$ cat config.mk
export PLATFORM = sky130hd
export DESIGN_NAME = clock_reset_boot_select
export DESIGN_NICKNAME = d
export VERILOG_FILES = /design/src/clock_reset_boot_pkg.sv /design/src/clock_reset_boot_select.sv
export VERILOG_INCLUDE_DIRS = /design/src /design/src/src
export SDC_FILE = /design/constraint.sdc
export NUM_CORES = 1
export LEC_CHECK = 0
export BUFFER_PORTS_ARGS = -buffer_cell sky130_fd_sc_hd__buf_2
export CORE_MARGIN = 1.5
export CORE_UTILIZATION = 50
export CTS_CLUSTER_SIZE = 16
export DETAILED_ROUTE_END_ITERATION = 7
export PLACE_DENSITY = 0.82
export SYNTH_ARGS = -nofsm -noshare
export SYNTH_HDL_FRONTEND = slang
export SYNTH_SLANG_ARGS = --single-unit
$ cat constraint.sdc
create_clock -name clk_sys_in -period 1.85 [get_ports clk_sys_in]
set_input_delay 0.0925 -clock clk_sys_in [delete_from_list [all_inputs] [get_ports clk_sys_in]]
set_output_delay 0.0925 -clock clk_sys_in [all_outputs]
set_load 0.02 [all_outputs]
$ cat src/clock_reset_boot_map.svh
// Constants for the clock, reset and boot-start block.
// Assumes inclusion by its bare name from design files only.
`ifndef CLOCK_RESET_BOOT_MAP_SVH
`define CLOCK_RESET_BOOT_MAP_SVH

// Register offsets on the plain register port
`define OFF_PLL_CTL      4'h0
`define OFF_BOOT_STAT    4'h1
`define OFF_SW_RESET     4'h2
`define OFF_STATUS       4'h3

// Field positions of the PLL control register
`define PLL_MSEL_LSB     0
`define PLL_MSEL_MSB     6
`define PLL_RANGE_BIT    7
`define PLL_BYPASS_BIT   8
`define PLL_HALF_BIT     9

// Reset values
`define PLL_HALF_RST     1'b0
`define BOOT_MODE_RST    3'h0

// Synchroniser reset levels, reset pin inactive high
`define SYNC_RST_LEVELS  16'h1000

// Boot ROM start address
`define BOOT_ROM_ADDR    24'hFF0000

// Software reset key, value is arbitrary
`define SW_RESET_KEY     16'h00A5

// Power-on hold time in input clock cycles
`define POR_HOLD_CYC     512

`endif

$ cat src/clock_reset_boot_pkg.sv
// Types for the clock, reset and boot-start block.
// Assumes no other package.
package clock_reset_boot_pkg;

    // Boot source selected by the strap pins
    typedef enum logic [2:0] {
        BOOT_RSVD0   = 3'h0,
        BOOT_EXT8    = 3'h1,
        BOOT_EXEC8   = 3'h2,
        BOOT_EXEC16  = 3'h3,
        BOOT_SPI_SML = 3'h4,
        BOOT_SPI_BIG = 3'h5,
        BOOT_RSVD6   = 3'h6,
        BOOT_RSVD7   = 3'h7
    } boot_mode_t;

    // Reset sequencer states
    typedef enum logic [1:0] {
        ST_HOLD,
        ST_BOOT,
        ST_RUN
    } seq_state_t;

endpackage

$ cat src/clock_reset_boot_select.sv
// Clock configuration, master reset and boot-start sequencer.
// Assumes one 50 MHz clock, synchronous active-high reset, and
// pins from the board that are asynchronous to clk_sys_in.
//
// Design decisions made here: strobed register access and the address map.
`timescale 1ns/1ps
`include "clock_reset_boot_map.svh"

// Notes on behaviour
// - Multiplier select spans 128 ratios
// - Factor loaded at reset, software may change
// - Peripheral clock driven on output pin
// - Peripheral clock is core or half
// - Low reset pin resets whole device
// - Power-on reset output during power-up, brownout
// - Master reset empties stacks, masks, defaults
// - Release with no bus request jumps ROM
// - Pin or software reset raises boot interrupt
// - Always start at boot ROM
// - Boot pins sampled only at hardware reset
// - Codes 1 to 3 external memory
// - Codes 4 and 5 serial memory
module clock_reset_boot_select #(
    parameter int POR_HOLD = `POR_HOLD_CYC  // Power-on hold count
) (
    input  wire logic        clk_sys_in,          // System clock
    input  wire logic        srst_in,             // Sync reset
    input  wire logic        reset_n_in,          // Reset pin, low
    input  wire logic        supply_low_in,       // Brownout detect
    input  wire logic        bypass_in,           // PLL bypass pin
    input  wire logic [6:0]  pll_multiplier_select_in, // Strap
    input  wire logic        input_range_bit_in,  // Strap
    input  wire logic        boot_select_bit2_in, // Boot strap
    input  wire logic        boot_select_bit1_in, // Boot strap
    input  wire logic        boot_select_bit0_in, // Boot strap
    input  wire logic        bus_request_in,      // Bus request
    input  wire logic        core_clock_in,       // Core clock level
    input  wire logic [3:0]  addr_in,             // Register address
    input  wire logic [15:0] wdata_in,            // Write data
    input  wire logic        wr_in,               // Write strobe
    input  wire logic        rd_in,               // Read strobe
    output logic [15:0]      rdata_out,           // Read data
    output logic             por_n_out,           // Power-on reset
    output logic             master_reset_out,    // Chip reset
    output logic             boot_irq_out,        // Boot NMI pulse
    output logic [23:0]      boot_vector_out,     // Fetch address
    output logic [2:0]       boot_mode_out,       // Captured mode
    output logic             boot_mode_bad_out,   // Reserved code
    output logic [6:0]       pll_multiplier_select_out, // Factor
    output logic             input_range_bit_out, // Range bit
    output logic             pll_bypass_out,      // Bypass
    output logic             peripheral_clock_out_pin_out // Clock out
);

    // =========================================================
    // Input synchronisers
    // =========================================================
    // Bundle layout, low bit first:
    //   [6:0]  multiplier strap
    //   [7]    bypass strap
    //   [8]    range strap
    //   [11:9] boot straps, bit 2 highest
    //   [12]   reset pin, low active
    //   [13]   brownout detect
    //   [14]   bus request
    //   [15]   core clock level
    // Every pin is asynchronous to the system clock, so none of
    // them is read before the second stage.
    localparam int NSYNC = 16;          // Synchronised pin count
    logic [NSYNC-1:0] pin_raw;          // Raw pin bundle
    logic [NSYNC-1:0] sync1_ff;         // First stage
    logic [NSYNC-1:0] sync2_ff;         // Second stage

    assign pin_raw = {core_clock_in, bus_request_in, supply_low_in,
                      reset_n_in, boot_select_bit2_in,
                      boot_select_bit1_in, boot_select_bit0_in,
                      input_range_bit_in, bypass_in,
                      pll_multiplier_select_in};

    // Two flops per pin, reset to inactive levels
    always_ff @(posedge clk_sys_in) begin
        if (srst_in) begin
            sync1_ff <= `SYNC_RST_LEVELS;
            sync2_ff <= `SYNC_RST_LEVELS;
        end else begin
            sync1_ff <= pin_raw;
            sync2_ff <= sync1_ff;
        end
    end

    // Named views of the second stage
    logic       rst_pin_n_s;   // Reset pin level
    logic       supply_low_s;  // Brownout level
    logic       bus_req_s;     // Bus request level
    logic       core_clk_s;    // Core clock level
    logic [2:0] boot_pins_s;   // Boot straps
    logic [6:0] msel_s;        // Multiplier strap
    logic       range_s;       // Range strap
    logic       bypass_s;      // Bypass strap

    assign msel_s       = sync2_ff[6:0];
    assign bypass_s     = sync2_ff[7];
    assign range_s      = sync2_ff[8];
    assign boot_pins_s  = sync2_ff[11:9];
    assign rst_pin_n_s  = sync2_ff[12];
    assign supply_low_s = sync2_ff[13];
    assign bus_req_s    = sync2_ff[14];
    assign core_clk_s   = sync2_ff[15];

    // =========================================================
    // Power-on reset generator
    // =========================================================
    localparam int PCW = $clog2(POR_HOLD + 1); // Counter width
    logic [PCW-1:0] por_cnt_ff;                // Hold counter

    // The counter stands in for the on-chip supervisor: it holds the
    // output low for the hold time after reset or a supply drop, so
    // a board that ties the output to the reset pin needs nothing
    // else. The count saturates and stays there until restarted.
    // Restart on brownout, count up to the hold time
    always_ff @(posedge clk_sys_in) begin
        if (srst_in || supply_low_s) begin
            por_cnt_ff <= '0;
        end else if (por_cnt_ff != PCW'(POR_HOLD)) begin
            por_cnt_ff <= por_cnt_ff + PCW'(1);
        end
    end

    // Output low while counting or supply is low
    always_ff @(posedge clk_sys_in) begin
        if (srst_in) begin
            por_n_out <= 1'b0;
        end else begin
            por_n_out <= (por_cnt_ff == PCW'(POR_HOLD))
                         && !supply_low_s;
        end
    end

    // =========================================================
    // Reset sequencer
    // =========================================================
    clock_reset_boot_pkg::seq_state_t state_ff; // Sequencer state
    logic sw_reset_ff;                           // Software reset req
    logic hw_rst;                                // Pin reset active

    assign hw_rst = !rst_pin_n_s;

    // Flow: HOLD while the pin reset is low or a bus request is
    // pending, one BOOT cycle that fires the boot interrupt, then
    // RUN. A software reset key returns to HOLD without sampling
    // the boot straps again, so the captured mode survives it.
    // A bus master that never lets go keeps the core parked here.
    // Hold, then boot when no bus request, then run
    always_ff @(posedge clk_sys_in) begin
        if (srst_in || hw_rst) begin
            state_ff <= clock_reset_boot_pkg::ST_HOLD;
        end else begin
            unique case (state_ff)
                clock_reset_boot_pkg::ST_HOLD: begin
                    // Wait for bus request to clear
                    if (!bus_req_s) begin
                        state_ff <= clock_reset_boot_pkg::ST_BOOT;
                    end
                end
                clock_reset_boot_pkg::ST_BOOT: begin
                    state_ff <= clock_reset_boot_pkg::ST_RUN;
                end
                clock_reset_boot_pkg::ST_RUN: begin
                    // Software reset re-enters hold
                    if (sw_reset_ff) begin
                        state_ff <= clock_reset_boot_pkg::ST_HOLD;
                    end
                end
            endcase
        end
    end

    // Master reset while held; it also follows the pin directly so
    // that it rises on the same edge that takes the sequencer out of run
    always_ff @(posedge clk_sys_in) begin
        if (srst_in) begin
            master_reset_out <= 1'b1;
        end else begin
            master_reset_out <= hw_rst ||
                (state_ff == clock_reset_boot_pkg::ST_HOLD);
        end
    end

    // Boot interrupt pulse and ROM vector
    always_ff @(posedge clk_sys_in) begin
        if (srst_in) begin
            boot_irq_out    <= 1'b0;
            boot_vector_out <= `BOOT_ROM_ADDR;
        end else begin
            boot_irq_out <= !hw_rst &&
                (state_ff == clock_reset_boot_pkg::ST_BOOT);
            boot_vector_out <= `BOOT_ROM_ADDR;
        end
    end

    // =========================================================
    // Boot mode capture
    // =========================================================
    // Sampled only while the pin reset is active; held through
    // software resets and through strap changes while running
    always_ff @(posedge clk_sys_in) begin
        if (srst_in) begin
            boot_mode_out <= `BOOT_MODE_RST;
        end else if (hw_rst) begin
            boot_mode_out <= boot_pins_s;
        end
    end

    // Flag reserved codes; valid are 1 to 5. Decoded from the same
    // strap sample as the mode, so flag and mode never disagree
    // for a cycle after a capture.
    always_ff @(posedge clk_sys_in) begin
        if (srst_in) begin
            boot_mode_bad_out <= 1'b1;
        end else if (hw_rst) begin
            unique case (clock_reset_boot_pkg::boot_mode_t'(boot_pins_s))
                clock_reset_boot_pkg::BOOT_EXT8,
                clock_reset_boot_pkg::BOOT_EXEC8,
                clock_reset_boot_pkg::BOOT_EXEC16:
                    boot_mode_bad_out <= 1'b0;
                clock_reset_boot_pkg::BOOT_SPI_SML,
                clock_reset_boot_pkg::BOOT_SPI_BIG:
                    boot_mode_bad_out <= 1'b0;
                default:
                    boot_mode_bad_out <= 1'b1;
            endcase
        end
    end

    // =========================================================
    // PLL control register
    // =========================================================
    logic wr_pll; // Write to PLL control
    assign wr_pll = wr_in && (addr_in == `OFF_PLL_CTL);

    // Register layout: multiplier in the low seven bits, then the
    // range bit, the bypass bit and the half-rate select. Software
    // must keep the range bit matched to the input clock; the block
    // only stores it. Writes are ignored while the pin reset holds
    // the straps in.
    // Straps load during pin reset, software writes later
    always_ff @(posedge clk_sys_in) begin
        if (srst_in) begin
            pll_multiplier_select_out <= '0;
            input_range_bit_out       <= 1'b0;
            pll_bypass_out            <= 1'b0;
        end else if (hw_rst) begin
            pll_multiplier_select_out <= msel_s;
            input_range_bit_out       <= range_s;
            pll_bypass_out            <= bypass_s;
        end else if (wr_pll) begin
            pll_multiplier_select_out <=
                wdata_in[`PLL_MSEL_MSB:`PLL_MSEL_LSB];
            input_range_bit_out <= wdata_in[`PLL_RANGE_BIT];
            pll_bypass_out      <= wdata_in[`PLL_BYPASS_BIT];
        end
    end

    logic half_sel_ff; // Peripheral half-rate select
    always_ff @(posedge clk_sys_in) begin
        if (srst_in || hw_rst) begin
            half_sel_ff <= `PLL_HALF_RST;
        end else if (wr_pll) begin
            half_sel_ff <= wdata_in[`PLL_HALF_BIT];
        end
    end

    // Software reset request, one cycle
    always_ff @(posedge clk_sys_in) begin
        if (srst_in) begin
            sw_reset_ff <= 1'b0;
        end else begin
            sw_reset_ff <= wr_in && (addr_in == `OFF_SW_RESET)
                           && (wdata_in == `SW_RESET_KEY);
        end
    end

    // =========================================================
    // Peripheral clock
    // =========================================================
    // The core clock arrives as a sampled level, so the half-rate
    // output toggles once per rising sample. It is only as exact as
    // that sampling; a core clock near the system rate will alias.
    // The half-rate select is cleared by a pin reset.
    logic core_prev_ff; // Previous core level
    logic half_tog_ff;  // Divide-by-two toggle
    always_ff @(posedge clk_sys_in) begin
        if (srst_in) begin
            core_prev_ff <= 1'b0;
            half_tog_ff  <= 1'b0;
        end else begin
            core_prev_ff <= core_clk_s;
            if (core_clk_s && !core_prev_ff) begin
                half_tog_ff <= !half_tog_ff;
            end
        end
    end

    // Core or half rate onto the pin
    always_ff @(posedge clk_sys_in) begin
        if (srst_in) begin
            peripheral_clock_out_pin_out <= 1'b0;
        end else begin
            peripheral_clock_out_pin_out <=
                half_sel_ff ? half_tog_ff : core_clk_s;
        end
    end

    // =========================================================
    // Register read port
    // =========================================================
    // Read data stand for one cycle after the strobe, and are zero
    // otherwise so a bus that ORs slaves together stays clean.
    // Offset 2 is write-only and reads as zero like unmapped ones.
    // Status holds the power-on reset level, the master reset and
    // a running flag in its low three bits.
    always_ff @(posedge clk_sys_in) begin
        if (srst_in) begin
            rdata_out <= 16'h0000;
        end else if (rd_in) begin
            unique case (addr_in)
                `OFF_PLL_CTL:   rdata_out <= {6'h00, half_sel_ff,
                    pll_bypass_out, input_range_bit_out,
                    pll_multiplier_select_out};
                `OFF_BOOT_STAT: rdata_out <= {12'h000,
                    boot_mode_bad_out, boot_mode_out};
                `OFF_STATUS:    rdata_out <= {13'h0000, por_n_out,
                    master_reset_out, state_ff ==
                    clock_reset_boot_pkg::ST_RUN};
                default:        rdata_out <= 16'h0000;
            endcase
        end else begin
            rdata_out <= 16'h0000;
        end
    end

endmodule

Word-level counts from Yosys, hierarchy flattened
Cells that the tools add are included.
- add/sub/neg operators: 1
- equality and inequality tests: 16
- muxes and demuxes: 12
- bitwise gates (word level): 1
- reductions and logical operators: 18
- operators with widths (kind ; count):
    $pmux W10 S3 ; 1
    $eq A16 B8 Y1 const B ; 1
    $mux W7 ; 2
    $add A10 B1 Y10 const B ; 1
    $eq A10 B10 Y1 const B ; 1
    $ne A10 B10 Y1 const B ; 1
    $eq A4 B2 Y1 const B ; 2
    $eq A3 B2 Y1 const B ; 2
    $eq A3 B3 Y1 const B ; 2
    $logic_and A1 B1 Y1 ; 6
    $mux W1 ; 6
    $pmux W2 S3 ; 1
    $reduce_or A5 Y1 ; 1
    $eq A4 B1 Y1 const B ; 1
    $logic_not A1 Y1 ; 4
    $logic_not A4 Y1 ; 1
    $mux W2 ; 2
    $ne A2 B2 Y1 const B ; 2
    $eq A3 B1 Y1 const B ; 1
    $logic_or A1 B1 Y1 ; 3
    $eq A2 B1 Y1 const B ; 1
    $eq A2 B2 Y1 const B ; 1
    $logic_not A2 Y1 ; 1
    $ne A2 B1 Y1 const B ; 1
    3 further kinds ; 3
- flip-flop bits (word level): 81
- output and inout port bits: 57
- word-level logic and storage cells: 66

Depth between registers and ports, before layout
- depth after elaboration: 4
- mapped depth: 5
- gate-level depth less buffers: 5

Worst setup path after synthesis
No wires, ideal clock.
- path kind: register -> register
- start: reg por_cnt_ff[0]
- end: reg por_cnt_ff[5]
- arrival time: 1.155 ns
- required time: 1.716 ns
- slack: 0.561 ns
- stages on the path, launching flop included: 6
- buffers on the path: 0
- path through: dfxtp_1 -> inv_1 -> ha_1 -> nand4bb_1 -> o31ai_1 -> a21oi_1
- cells in the longest elaborated chain, start to end: 1
- elaborated cells between the ends (all ways): 2
- those cells by class: add/sub: 1; eq/ne: 1
- ends and longest elaborated chain (item ; line ; source):
    from (decl) ; clock_reset_boot_select.sv:114 ; logic [PCW-1:0] por_cnt_ff;
    from (signal assigned) ; clock_reset_boot_select.sv:125 ; por_cnt_ff <= por_cnt_ff + PCW'(1);
    $add A10 B1 Y10 or $ne A10 B10 Y1 (tied branches) ; clock_reset_boot_select.sv:125, clock_reset_boot_select.sv:124 ;
Several ways; a longest one is shown, not always the timed one.
A chain may end at the register's enable or synchronous reset.

Worst setup path in the final report
Ends and elaborated chain as after synthesis.

==> results_dict.tcl <==
set metrics [dict create \
    syn_area_sq_mm 0.00300 \
    finalWirelength_um 5910 \
    max_freq_ghz 0.659 \
    worst_ep_arrival_time_ns 1.72 \
    clock-sinks 75 \
    core.rowCount 28 \
    grt_pass1_wl_um 9240 \
    drc 0 \
    ys_seq_elements 75 \
    hp-class "primary input to flip-flop" \
    dp.cells 442 \
    ir_drop_v 0.000506 \
    antenna_found_initial 0 \
    met3_length_um 468 \
    synth-edff-count 0 \
    reg2reg_depth 5 \
    r2r-end "por_cnt_ff[5]" \
    worst-setup-path-type "flip-flop to flip-flop" \
    cts-root-buf "clkbuf_8" \
    pwr-share-clk 0.367 \
    maxCapViolCount 0 \
    critical_path.endpoint_type "flip-flop" \
    fin_setup_tns_ns 0 \
    setup_viol 0 \
    cts_buffer_depth 2 \
    final_max_slew_viol_count 0 \
    htree_levels 3 \
    met2_length_um 2890 \
    vias_per_cell 5.00 \
    n_antenna_cell 0 \
    cp_cell_sequence "inv_1, ha_1, nand4bb_1, o31ai_1, a21oi_1" \
    power_switching_uw 846 \
    dr.pass1.iters 4 \
    grt_max_degree 25 \
    layout_common_cells "dfxtp_1, buf_2, nor2b_1" \
    yosysSeqAreaShare 0.500 \
    critPathMaxStageDelay_ns 0.43 \
    ant_nets 0 \
    run_status "finished, final reports clean" \
    die_w_um 80.5 \
    yosys-top-cells-area "dfxtp_1, buf_4, nor2b_1" \
    hold_slack_ns 0.0227 \
    portBuffers 66 \
    yosysWarnings 0 \
    avgSynthCellArea_sq_um 9.63 \
    min_period_over_period 0.820 \
    area_growth_pct 20.9 \
    wl_met1_um 2450 \
    hp-start "wdata_in[5]" \
    numCtsBuffers 9 \
    dp_hpwl_um 4120 \
    grt-ovfl-total 0 \
    mostFrequentLayoutCell "dfxtp_1" \
    ios 97 \
    pwr-share-seq 0.522 \
    setup.worst_path.start "por_cnt_ff[0]" \
    instances_no_fill 474 \
    cts.reportedPaths.clkPinSlew_ns 0.08 \
    synth-main-ff-cell "dfxtp_1" \
    clk_latency_ns 0.34 \
    skew_ns 0.00824 \
    nets 440 \
    worst_path_max_delay_cell "o31ai_1" \
    ctsResizeCount 0 \
    p_leak_nw 1.57 \
    max-slew-margin-rel 0.654 \
    gp_congestion 0.883 \
    r2r_slack_ns 0.33 \
    grtUsageTotal 0.186 \
    drt_iter0_markers 82 \
    worstPathMaxFanout 7 \
    worst_hold_path.endpoint "sw_reset_ff" \
    cts_tree "yes" \
    vias 2372 \
    worstMarginPinSlew_ns 0.515 \
    regToRegStartpoint "por_cnt_ff[0]" \
    highest_layer "met4" \
    synthCells 312 \
    share_comb_of_total_power 0.111 \
    p_int_mw 2.46 \
    power.density_mw_per_mm2 909 \
    start_util 0.513 \
    first_global_vias 2076 \
    hold_violations 0 \
    rsz0062_at_grt "false" \
    wire_per_inst_um 12.5 \
    fillerInstances 487 \
    drive_above_1_share 0.218 \
    p_sw_frac 0.256 \
    start_kind "flip-flop" \
    synth-async-reset-ratio 0 \
    coreArea_sq_mm 0.00585 \
    fin_crit_ns 1.52 \
    hold_depth 3 \
    ys_types 41 \
    die_area_sq_mm 0.00648 \
    post-synth-top-area-cell "dfxtp_1" \
    required_ns 2.06 \
    yosysTopAreaCellShare 0.500 \
    die_h_um 80.5 \
]
==> power by group through the flow <==
stage	clock [mW]	combinational (mW)	sequential, mW
2_1_floorplan	0	0.258	1.77
3_3_place_gp	0	0.321	1.76
3_5_place_dp	0	0.334	1.76
4_1_cts	1.24	0.367	1.72
5_1_grt	1.30	0.408	1.73
6_report	1.21	0.367	1.72
==> cell type report <==
class                      count  area, sq um  area share
clock buffer                  10          128      0.0351
clock inverter                 6         66.3      0.0183
inverter                       7         26.3     0.00724
multi-input combinational    216         1300       0.359
sequential                    75         1500       0.414
tap                           75         93.8      0.0258
timing repair buffer          85          513       0.141
==> through the flow <==
step | util | total power [mW] | instance area, sq um | worst slack [ns]
floorplan | - | 2.03 | 3110 | 0.561
global placement | 0.560 | 2.08 | 3280 | 0.442
detailed placement | 0.560 | 2.09 | 3280 | 0.364
CTS | 0.621 | 3.33 | 3630 | 0.327
global route | 0.621 | 3.44 | 3630 | 0.137
finish | 0.621 | 3.30 | 3630 | 0.332
==> worst max-delay path by stage <==
stage / to / slack, ns / cells after the start
after detailed placement: por_cnt_ff[5] / 0.36 / 5
after global placement: pll_bypass_out / 0.44 / 4
after floorplan: por_cnt_ff[5] / 0.56 / 5
final: por_cnt_ff[5] / 0.33 / 5
after CTS: state_ff[1] / 0.33 / 5
after global routing: por_cnt_ff[5] / 0.14 / 5
==> sequential cells by signal, summed over array words and instances (netlist names) <==
name	flops
pll_multiplier_select_out	7
half_sel_ff	1
core_prev_ff	1
por_n_out	1
por_cnt_ff	10
boot_mode_out	3
master_reset_out	1
sync2_ff	16
input_range_bit_out	1
boot_irq_out	1
boot_mode_bad_out	1
sw_reset_ff	1
half_tog_ff	1
state_ff	2
peripheral_clock_out_pin_out	1
sync1_ff	16
pll_bypass_out	1
rdata_out	10
==> repair_timing <==
| item | 4_1_cts | 5_1_grt |
|---|---|---|
| setup buffers | 0 | 0 |
| hold endpoints to repair | 16 | 0 |
| hold buffers | 16 | 0 |
==> routing by layer <==
layer  GRT usage  vias up
li1            -     1177
met1       0.215     1074
met2       0.322      108
met3      0.0409       13
met4      0.0897        0
met5           0        -
==> cell usage after synthesis (8+ instances only) <==
library cell,number
nand3_1,17
buf_4,30
and2_1,10
o21ai_0,8
nor2b_1,35
a21oi_1,11
a311oi_1,9
nor2_1,19
o21ai_1,11
mux2i_1,8
dfxtp_1,75
clkbuf_1,9
==> worst max-delay path, delay by kind of cell (launching register included) <==
kind            cells  cell delay (ns)
simple gates        1             0.22
compound gates      2             0.52
buf+inv             1             0.10
flops               1             0.37
fa+ha+maj           1             0.17
==> logic make-up (layout without fill, tap and decap cells) <==
logic type | count (synthesis) | count (layout) | synth area share
compound gates | 46 | 46 | 0.0933
flops | 75 | 75 | 0.500
xor+xnor | 3 | 3 | 0.00875
other cells | 2 | 30 | 0.00250
simple gates | 123 | 123 | 0.242
fa+ha+maj | 6 | 6 | 0.0250
mux | 8 | 8 | 0.0267
buf+inv | 49 | 108 | 0.102
Note: power is estimated with default switching activity, not from simulation.
